## src/stc_cfg.svh

```systemverilog
// How it works
// RULE1: count packets dropped for lack of FIFO space
// RULE2: every missed packet pulses receiver overrun cause
// RULE3: counters hold while their direction is disabled
// RULE4: count extension errors, code 0x1F, gigabit only
// RULE5: length error below 64, above 1522/16384
// RULE6: lengths span destination address through CRC
// RULE7: pause receive counts global or station address
// RULE8: pause transmit counts queue or software cause
// RULE9: unsupported flow control: address, type match, bad opcode
// RULE10: good receive: clean, legal, filtered, not flow/missed
// RULE11: broadcast: clean, filtered, not missed
// RULE12: multicast: clean, filtered, not flow control
// RULE13: good transmit: clean, 64 bytes up, no flow
// RULE14: low read snapshots high half for next read
// RULE15: octet counters stick at all ones
// RULE16: good receive octets: clean, filtered, no flow
// RULE17: good transmit octets: 64 up, no flow
// RULE18: no buffer when head equals tail, non-flow
// RULE19: missed packets still feed total counters elsewhere
// RULE20: counters clear on read, stick at all ones
// RULE21: several counters step independently per packet
`ifndef STC_CFG_SVH
`define STC_CFG_SVH

// ---------------------------------------------------------------
// register byte offsets
// ---------------------------------------------------------------
`define STC_OFF_MISSED     16'h4010
`define STC_OFF_CEXT       16'h403c
`define STC_OFF_LENERR     16'h4040
`define STC_OFF_PON_RX     16'h4048
`define STC_OFF_PON_TX     16'h404c
`define STC_OFF_POFF_RX    16'h4050
`define STC_OFF_POFF_TX    16'h4054
`define STC_OFF_FC_UNSUP   16'h4058
`define STC_OFF_GOOD_RX    16'h4074
`define STC_OFF_BCAST_RX   16'h4078
`define STC_OFF_MCAST_RX   16'h407c
`define STC_OFF_GOOD_TX    16'h4080
`define STC_OFF_ORX_LOW    16'h4088
`define STC_OFF_ORX_HIGH   16'h408c
`define STC_OFF_OTX_LOW    16'h4090
`define STC_OFF_OTX_HIGH   16'h4094
`define STC_OFF_NOBUF      16'h40a0
`define STC_OFF_CTRL       16'h4100

// ---------------------------------------------------------------
// counter slots, control fields, reset values
// ---------------------------------------------------------------
`define STC_NCNT           13
`define STC_IDX_MISSED     4'd0
`define STC_IDX_CEXT       4'd1
`define STC_IDX_LENERR     4'd2
`define STC_IDX_PON_RX     4'd3
`define STC_IDX_PON_TX     4'd4
`define STC_IDX_POFF_RX    4'd5
`define STC_IDX_POFF_TX    4'd6
`define STC_IDX_FC_UNSUP   4'd7
`define STC_IDX_GOOD_RX    4'd8
`define STC_IDX_BCAST_RX   4'd9
`define STC_IDX_MCAST_RX   4'd10
`define STC_IDX_GOOD_TX    4'd11
`define STC_IDX_NOBUF      4'd12
`define STC_CTRL_RX_EN     0
`define STC_CTRL_TX_EN     1
`define STC_CTRL_LPE       2
`define STC_CTRL_RESET     3'h0

// ---------------------------------------------------------------
// frame length limits and line codes
// ---------------------------------------------------------------
`define STC_LEN_MIN        16'h0040
`define STC_LEN_MAX_STD    16'h05f2
`define STC_LEN_MAX_LONG   16'h4000
`define STC_EXT_ERR_CODE   8'h1f

`endif

```

## src/stc_pkg.sv

```systemverilog
`include "stc_cfg.svh"

package stc_pkg;

	// whole state of the statistics block
	typedef struct packed {
		logic [`STC_NCNT-1:0][31:0] cnt;
		logic [63:0]                orx;
		logic [63:0]                otx;
		logic [31:0]                orx_snap;
		logic [31:0]                otx_snap;
		logic [2:0]                 ctrl;
		logic                       ext_seen;
		logic [7:0]                 rxd_s1;
		logic [7:0]                 rxd_s2;
		logic                       rx_er_s1;
		logic                       rx_er_s2;
		logic                       rx_ext_s1;
		logic                       rx_ext_s2;
		logic [31:0]                prdata;
		logic                       pready;
		logic                       pslverr;
		logic                       overrun;
	} stc_state_t;

endpackage

```

## src/stc_counters.sv

```systemverilog
`timescale 1ns/1ps
`include "stc_cfg.svh"

module stc_counters import stc_pkg::*; #(
	parameter int ADDR_W = 16,
	parameter int LEN_W  = 16
) (
	// clock and reset
	input  wire logic              pclk,
	input  wire logic              presetn,
	// apb slave
	input  wire logic              psel,
	input  wire logic              penable,
	input  wire logic              pwrite,
	input  wire logic [ADDR_W-1:0] paddr,
	input  wire logic [31:0]       pwdata,
	output logic      [31:0]       prdata,
	output logic                   pready,
	output logic                   pslverr,
	// receive datapath, one pulse per packet
	input  wire logic              rx_pkt_valid,
	input  wire logic [LEN_W-1:0]  rx_pkt_len,
	input  wire logic              rx_filter_pass,
	input  wire logic              rx_no_error,
	input  wire logic              rx_fifo_full,
	input  wire logic              rx_is_bcast,
	input  wire logic              rx_is_mcast,
	input  wire logic              rx_fc_addr_match,
	input  wire logic              rx_fc_type_match,
	input  wire logic              rx_fc_opcode_ok,
	input  wire logic              rx_fc_pause_zero,
	input  wire logic              rx_desc_empty,
	input  wire logic              link_speed_1000,
	// receive pins from the phy
	input  wire logic [7:0]        gmii_rxd,
	input  wire logic              gmii_rx_er,
	input  wire logic              gmii_rx_ext,
	// transmit datapath, one pulse per packet
	input  wire logic              tx_pkt_valid,
	input  wire logic [LEN_W-1:0]  tx_pkt_len,
	input  wire logic              tx_no_error,
	input  wire logic              tx_is_pause,
	input  wire logic              tx_pause_zero,
	// interrupt cause
	output logic                   receiver_overrun_cause
);

	stc_state_t s;
	stc_state_t n;

	// ---------------------------------------------------------------
	// packet classification
	// ---------------------------------------------------------------
	logic [`STC_NCNT-1:0] inc;
	logic                 rx_en;
	logic                 tx_en;
	logic                 rx_go;
	logic                 tx_go;
	logic                 missed;
	logic                 fc_frame;
	logic                 fc_good;
	logic                 too_short;
	logic                 too_long;
	logic                 legal;
	logic                 ext_now;
	logic                 orx_add;
	logic                 otx_add;

	assign rx_en = s.ctrl[`STC_CTRL_RX_EN];
	assign tx_en = s.ctrl[`STC_CTRL_TX_EN];

	// direction enables gate every event, so disabled counters hold
	assign rx_go = rx_pkt_valid & rx_en;                                    // [RULE3]
	assign tx_go = tx_pkt_valid & tx_en;                                    // [RULE3]

	assign missed   = rx_go & rx_fifo_full;                                 // [RULE1]
	// missed only vetoes the good counts here; total counters outside still see it [RULE19]
	// a frame at either the reserved group or station address counts
	assign fc_frame = rx_fc_addr_match & rx_fc_type_match;                  // [RULE7]
	assign fc_good  = fc_frame & rx_fc_opcode_ok;

	// lengths arrive measured from destination address to last crc byte
	assign too_short = rx_pkt_len < `STC_LEN_MIN;                           // [RULE6]
	assign too_long  = s.ctrl[`STC_CTRL_LPE] ? (rx_pkt_len > `STC_LEN_MAX_LONG)
	                                         : (rx_pkt_len > `STC_LEN_MAX_STD); // [RULE5]
	assign legal     = !too_short && !too_long;

	// extension error seen on synchronised pins this cycle
	assign ext_now = rx_en && link_speed_1000 && s.rx_ext_s2 && s.rx_er_s2
	                 && (s.rxd_s2 == `STC_EXT_ERR_CODE);                    // [RULE4]

	// each counter decides on its own; one packet may step many
	always_comb begin                                                       // [RULE21]
		inc                    = '0;
		inc[`STC_IDX_MISSED]   = missed;                                    // [RULE1]
		inc[`STC_IDX_CEXT]     = rx_go && (s.ext_seen || ext_now);          // [RULE4]
		inc[`STC_IDX_LENERR]   = rx_go && rx_filter_pass && !legal;         // [RULE5]
		inc[`STC_IDX_PON_RX]   = rx_go && fc_good && rx_fc_pause_zero;      // [RULE7]
		inc[`STC_IDX_POFF_RX]  = rx_go && fc_good && !rx_fc_pause_zero;     // [RULE7]
		inc[`STC_IDX_PON_TX]   = tx_go && tx_is_pause && tx_pause_zero;     // [RULE8]
		inc[`STC_IDX_POFF_TX]  = tx_go && tx_is_pause && !tx_pause_zero;    // [RULE8]
		inc[`STC_IDX_FC_UNSUP] = rx_go && fc_frame && !rx_fc_opcode_ok;     // [RULE9]
		inc[`STC_IDX_GOOD_RX]  = rx_go && !missed && rx_no_error && legal
		                         && rx_filter_pass && !fc_frame;            // [RULE10]
		inc[`STC_IDX_BCAST_RX] = rx_go && !missed && rx_no_error
		                         && rx_filter_pass && rx_is_bcast;          // [RULE11]
		inc[`STC_IDX_MCAST_RX] = rx_go && !missed && rx_no_error
		                         && rx_filter_pass && rx_is_mcast && !fc_frame; // [RULE12]
		inc[`STC_IDX_GOOD_TX]  = tx_go && tx_no_error && !tx_is_pause
		                         && !(tx_pkt_len < `STC_LEN_MIN);           // [RULE13]
		inc[`STC_IDX_NOBUF]    = rx_go && rx_desc_empty && !fc_frame;       // [RULE18]
	end

	// receive octets drop the length check of the good receive count; transmit octets use the good transmit qualifiers
	assign orx_add = rx_go && !missed && rx_no_error && rx_filter_pass && !fc_frame; // [RULE16]
	assign otx_add = tx_go && tx_no_error && !tx_is_pause
	                 && !(tx_pkt_len < `STC_LEN_MIN);                       // [RULE17]

	// ---------------------------------------------------------------
	// address decode
	// ---------------------------------------------------------------
	logic              setup;
	logic              rd_setup;
	logic              wr_access;
	logic [15:0]       addr16;
	logic              hit_cnt;
	logic [3:0]        hit_idx;
	logic              hit_other;

	assign setup     = psel && !penable;
	assign rd_setup  = setup && !pwrite;
	assign wr_access = psel && penable && s.pready && pwrite;
	assign addr16    = 16'(paddr);

	always_comb begin
		hit_cnt   = 1'b1;
		hit_idx   = `STC_IDX_MISSED;
		hit_other = 1'b0;
		case (addr16)
			`STC_OFF_MISSED:   hit_idx = `STC_IDX_MISSED;
			`STC_OFF_CEXT:     hit_idx = `STC_IDX_CEXT;
			`STC_OFF_LENERR:   hit_idx = `STC_IDX_LENERR;
			`STC_OFF_PON_RX:   hit_idx = `STC_IDX_PON_RX;
			`STC_OFF_PON_TX:   hit_idx = `STC_IDX_PON_TX;
			`STC_OFF_POFF_RX:  hit_idx = `STC_IDX_POFF_RX;
			`STC_OFF_POFF_TX:  hit_idx = `STC_IDX_POFF_TX;
			`STC_OFF_FC_UNSUP: hit_idx = `STC_IDX_FC_UNSUP;
			`STC_OFF_GOOD_RX:  hit_idx = `STC_IDX_GOOD_RX;
			`STC_OFF_BCAST_RX: hit_idx = `STC_IDX_BCAST_RX;
			`STC_OFF_MCAST_RX: hit_idx = `STC_IDX_MCAST_RX;
			`STC_OFF_GOOD_TX:  hit_idx = `STC_IDX_GOOD_TX;
			`STC_OFF_NOBUF:    hit_idx = `STC_IDX_NOBUF;
			`STC_OFF_ORX_LOW, `STC_OFF_ORX_HIGH, `STC_OFF_OTX_LOW,
			`STC_OFF_OTX_HIGH, `STC_OFF_CTRL: begin
				hit_cnt   = 1'b0;
				hit_other = 1'b1;
			end
			default:           hit_cnt = 1'b0;
		endcase
	end

	// ---------------------------------------------------------------
	// saturating helpers
	// ---------------------------------------------------------------
	function automatic logic [31:0] sat32(input logic [31:0] v);
		sat32 = (v == '1) ? v : v + 32'h1;                                  // [RULE20]
	endfunction

	function automatic logic [63:0] sat64(input logic [63:0] v, input logic [LEN_W-1:0] len);
		logic [64:0] sum;
		sum   = {1'b0, v} + 65'(len);
		sat64 = sum[64] ? '1 : sum[63:0];                                   // [RULE15]
	endfunction

	// ---------------------------------------------------------------
	// next state
	// ---------------------------------------------------------------
	always_comb begin
		n = s;

		// pins come from the phy clock, two flops before any use
		n.rxd_s1    = gmii_rxd;
		n.rxd_s2    = s.rxd_s1;
		n.rx_er_s1  = gmii_rx_er;
		n.rx_er_s2  = s.rx_er_s1;
		n.rx_ext_s1 = gmii_rx_ext;
		n.rx_ext_s2 = s.rx_ext_s1;

		// remember an extension error until its packet closes
		if (rx_pkt_valid)
			n.ext_seen = 1'b0;
		else if (ext_now)
			n.ext_seen = 1'b1;                                              // [RULE4]

		n.overrun = missed;                                                 // [RULE2]

		// counters step, saturating at all ones
		for (int i = 0; i < `STC_NCNT; i++) begin
			if (inc[i])
				n.cnt[i] = sat32(s.cnt[i]);                                 // [RULE20]
		end
		if (orx_add)
			n.orx = sat64(s.orx, rx_pkt_len);                               // [RULE16]
		if (otx_add)
			n.otx = sat64(s.otx, tx_pkt_len);                               // [RULE17]

		// apb: answer one cycle after setup, read data taken at setup
		n.pready  = setup;
		// error flag stands only beside its ready pulse, never lingers into idle
		n.pslverr = setup && !(hit_cnt || hit_other);
		if (setup)
			n.prdata = '0;

		// read side effects run at setup; an event in that cycle survives
		if (rd_setup && hit_cnt) begin
			n.prdata          = s.cnt[hit_idx];
			n.cnt[hit_idx]    = {31'h0, inc[hit_idx]};                      // [RULE20]
		end
		if (rd_setup) begin
			case (addr16)
				`STC_OFF_ORX_LOW: begin
					n.prdata   = s.orx[31:0];
					n.orx_snap = s.orx[63:32];                              // [RULE14]
					n.orx      = orx_add ? 64'(rx_pkt_len) : '0;            // [RULE20]
				end
				`STC_OFF_ORX_HIGH: n.prdata = s.orx_snap;                   // [RULE14]
				`STC_OFF_OTX_LOW: begin
					n.prdata   = s.otx[31:0];
					n.otx_snap = s.otx[63:32];                              // [RULE14]
					n.otx      = otx_add ? 64'(tx_pkt_len) : '0;            // [RULE20]
				end
				`STC_OFF_OTX_HIGH: n.prdata = s.otx_snap;                   // [RULE14]
				`STC_OFF_CTRL:     n.prdata = {29'h0, s.ctrl};
				default:           ;
			endcase
		end

		// control register write lands on the access edge
		if (wr_access && (addr16 == `STC_OFF_CTRL))
			n.ctrl = pwdata[2:0];
	end

	// ---------------------------------------------------------------
	// state register
	// ---------------------------------------------------------------
	always_ff @(posedge pclk or negedge presetn) begin
		if (!presetn) begin
			s      <= '0;
			s.ctrl <= `STC_CTRL_RESET;
		end else begin
			s <= n;
		end
	end

	// outputs straight from flops
	assign prdata                 = s.prdata;
	assign pready                 = s.pready;
	assign pslverr                = s.pslverr;
	assign receiver_overrun_cause = s.overrun;

endmodule

```

## config.mk

```make
export PLATFORM = sky130hd
export DESIGN_NAME = stc_counters
export DESIGN_NICKNAME = d
export VERILOG_FILES = /design/src/stc_pkg.sv /design/src/stc_counters.sv
export VERILOG_INCLUDE_DIRS = /design/src
export SDC_FILE = /design/constraint.sdc
export NUM_CORES = 2
export LEC_CHECK = 0
export ABC_AREA = 1
export BUFFER_PORTS_ARGS = -buffer_cell sky130_fd_sc_hd__buf_2
export CAP_MARGIN = 0
export CELL_PAD_IN_SITES_DETAIL_PLACEMENT = 0
export CELL_PAD_IN_SITES_GLOBAL_PLACEMENT = 1
export CORE_UTILIZATION = 25
export CTS_CLUSTER_SIZE = 30
export DETAILED_ROUTE_END_ITERATION = 6
export PLACE_DENSITY = 0.56
export REMOVE_ABC_BUFFERS = 1
export SLEW_MARGIN = 15
export SYNTH_ARGS = -nofsm -noshare
export SYNTH_HDL_FRONTEND = slang
export SYNTH_SLANG_ARGS = --single-unit
```

## constraint.sdc

```tcl
create_clock -name pclk -period 2.71 [get_ports pclk]
set_input_delay 0.4065 -clock pclk [delete_from_list [all_inputs] [get_ports pclk]]
set_output_delay 0.4065 -clock pclk [all_outputs]
set_load 0.03 [all_outputs]
```

==> out/qor.csv <==
metric,value,unit
run_status,"finished, violations left",
failing_checks,DRC,
critical_path.endpoint,prdata[23],
max_stage_delay,0.82,ns
most_used_flip_flop_cell_after_synthesis,sky130_fd_sc_hd__dfrtp_1,
synth_seq_cells,667,
final.setup.worst_slack,0.06233,ns
fp.dieArea,188000,sq um
worstReg2RegEnd,s[236],
ys_top_cells_by_count,"sky130_fd_sc_hd__nand2_1 (1983), sky130_fd_sc_hd__nor2_1 (943), sky130_fd_sc_hd__dfrtp_1 (667), sky130_fd_sc_hd__inv_1 (610), sky130_fd_sc_hd__nand3_1 (590)",
cts-root-to-sink-buffers,3,
cts.root.buffer_cell,sky130_fd_sc_hd__clkbuf_16,
grt_use_total,21.44,%
final-hold-violation-count,0,
avgRoutedWirePerCell,20.38,microns
netlist_instances,6938,
ffs_w_async_s_r_synth,100.0,%
drv_slew,0,
drv.max_cap_violation_count,0,
number_of_buffers_inserted_during_clock_tree_synthesis,90,
ff_latch_area,16690,sq um
critical-path-slowest-cell,sky130_fd_sc_hd__a2111oi_0,
grtUsageMet1,29.81,%
place.port_buffers,116,
die_y,433.6,microns
finalHoldWorstSlack,0.04038,ns
multiInputGateArea,26170,sq um
worst-endpoint-arrival,3.26,ns
gr-max-usage-layer,met2,
areaGrowthSynthToFinish,24.10,%
firstDrtPassIters,7,
r2r-start,rx_en,
num-fill-cells,20490,
routed_wl,204300,microns
timing.critical_path.from_type,input port,
rows,158,
hp-class,input port to flop,
finalCritPeriodShare,97.70,%
pwr_density_cell,403.2,nW/um^2
unrepaired_setup_endpoints_after_global_routing,true,
power,23.30,mW
io_pins,146,
detail-route-antenna-nets,0,
syn-mean-instance-area,6.712,sq um
dr.first_iter.drc_count,4091,
core_area,185200,sq um
fin_skew,0.04664,ns
timing_worst_setup_path_type,input port to flop,
r2r.worst_path.cells,12,
ir_drop_worst_case_vdd,0.0005273,V
maxSlewHeadroom,31.10,%
total_leakage_power,26.85,nW
final_core_util,31.20,%
critical_path.top_delay_family,buffers and inverters,
yosys-top-cells-area,"sky130_fd_sc_hd__dfrtp_1 (36%), sky130_fd_sc_hd__nand2_1 (16%), sky130_fd_sc_hd__nor2_1 (7.6%), sky130_fd_sc_hd__nand3_1 (6.3%), sky130_fd_sc_hd__inv_1 (4.9%)",
report.final.setup_viol,0,
place_congestion,0.9801,
grt_max_degree,79,
synth-edff-count,0,
cp_max_fo,29,
detailed_place.area,54120,sq um
yosysMostFrequentCell,sky130_fd_sc_hd__nand2_1,
post-dp-hpwl,162700,microns
cp_data_required_time,3.32,ns
critical_path.startpoint,paddr[1],
synth-warning-count,0,
setup.worst_path.end_class,flop,
synth_top_cell_area_share,35.84,%
worstSkewPairLatency,0.76,ns
finalCriticalPeriod,2.648,ns
grtUsageMet2,33.81,%
first_global_vias,46860,
max_freq,377.7,MHz
post-route-cell-area,57790,sq um
net_count_reported_at_finish,7633,
distinct_cells_synth,66,
detailroute.via_count,48420,
cell_chain_of_the_critical_path,buf_2 -> nor2_2 -> buf_4 -> nand3_1 -> nor2_4 -> buf_4 -> nand2_1 -> nand4_1 -> nand2_1 -> buf_4 -> a2111oi_0 -> buf_4 -> a21oi_1,
grt_first_pass_wirelength,304300,microns
cts.sinks,667,
synth.yosys.seq_area_share,35.84,%
number_of_antenna_violations_at_the_first_check_in_global_routing,8,
grt_overflow,0,
cp_buf_inv_count,5,
drt_drc_violations_left,2,
clkTransAtPathRegs,0.06,ns
starting_density_of_the_core,25.14,%
share_of_final_layout_standard_cells_stronger_than_drive_strength_1,13.62,%
met3_global_route_usage,2.170,%
die_w,433.6,microns
synth_area_leader_cell,sky130_fd_sc_hd__dfrtp_1,
netlist_area,46570,sq um
timing.critical_path.depth,13,
critical-path-top-cell-by-count,sky130_fd_sc_hd__buf_4,
htreeDepth,3,
routed_via_density,4.830,
tightest_slew,1.007,ns
worst-r2r-setup-slack,0.16,ns
pre_cts_ws,-0.6749,ns
tritoncts,done,
[through the flow]
stage / std cells / setup TNS, ns
finish: 10030 / 0
floorplan: 6647 / -367.34
CTS: 10020 / 0
detailed placement: 9825 / -139.33
global placement: 9825 / -138.78
global route: 10020 / -0.02652
[worst min-delay path, cell delays in order]
cell	delay [ns]
sky130_fd_sc_hd__buf_2	0.10
sky130_fd_sc_hd__buf_4	0.11
sky130_fd_sc_hd__nand2_1	0.06
sky130_fd_sc_hd__nand2_1	0.06
[repair_timing]
| item | CTS | global route |
|---|---|---|
| hold buffers | 35 | 0 |
| setup buffers | 0 | 2 |
| setup endpoints to repair | 27 | 117 |
| gates cloned | 0 | 1 |
| gates resized for setup | 5 | 47 |
| pin swaps | 0 | 3 |
| hold endpoints to repair | 46 | 0 |
[cell type report]
cell class | count | share of cell area (%)
tap | 2480 | 5.369
clock buffer | 117 | 4.419
inverter | 653 | 4.244
antenna | 4 | 0.01732
clock inverter | 41 | 0.9332
timing repair buffer | 736 | 10.85
multi-input combinational | 5327 | 45.28
sequential | 667 | 28.89
[state kept, by name, summed over array words and instances, names as in the netlist]
| register | cells |
|---|---|
| rx_en | 1 |
| n | 10 |
| receiver_overrun_cause | 1 |
| pready | 1 |
| s | 621 |
| prdata | 32 |
| pslverr | 1 |
[cells in the final DEF, fill, tap and decap left out, types with 20 or more instances in the layout]
cell and count:
sky130_fd_sc_hd__a21oi_1 243, sky130_fd_sc_hd__nor2_1 933, sky130_fd_sc_hd__nand2_1 1980, sky130_fd_sc_hd__ha_1 42, sky130_fd_sc_hd__clkbuf_16 91, sky130_fd_sc_hd__nor4_1 106, sky130_fd_sc_hd__dlygate4sd3_1 35, sky130_fd_sc_hd__xnor2_1 125
sky130_fd_sc_hd__nand3_1 587, sky130_fd_sc_hd__buf_4 507, sky130_fd_sc_hd__o21ai_0 300, sky130_fd_sc_hd__inv_1 608, sky130_fd_sc_hd__clkbuf_8 20, sky130_fd_sc_hd__nor3_1 221, sky130_fd_sc_hd__xor2_1 244, sky130_fd_sc_hd__o21ai_1 56
sky130_fd_sc_hd__inv_2 38, sky130_fd_sc_hd__nand4_1 197, sky130_fd_sc_hd__nor2_2 36, sky130_fd_sc_hd__dfrtp_1 665, sky130_fd_sc_hd__buf_2 115, sky130_fd_sc_hd__buf_12 72
[routing by layer]
layer	wire, microns	vias to the layer above
li1	-	23640
met1	94660	23300
met2	91930	1200
met3	8830	284
met4	8896	2
met5	8	-
[cell families after synthesis]
kind of cell | count (synthesis) | synth area share (%)
simple gates | 4202 | 39.12
buf+inv | 944 | 8.383
compound gates | 705 | 8.324
flops | 667 | 35.84
xor+xnor | 369 | 6.940
fa+ha+maj | 47 | 1.295
mux | 4 | 0.09404
[worst min path at each step]
stage               slack [ns]  cells after the start      to           start
finish                    0.04                      4  s[137]  tx_pkt_len[14]
floorplan                 0.11                      0   n[35]         presetn
global placement          0.33                      0   s[44]           n[44]
global route              0.04                      4  s[137]  tx_pkt_len[14]
CTS                      0.004                      4  s[137]  tx_pkt_len[14]
detailed placement        0.33                      0   s[37]           n[37]
[power by group]
part | switching [mW] | total [mW] | internal (mW)
Combinational | 0.481 | 0.727 | 0.246
Sequential | 0.00440 | 9.98 | 9.98
Clock | 5.24 | 12.6 | 7.35
Note: power is estimated with default switching activity, not from simulation.
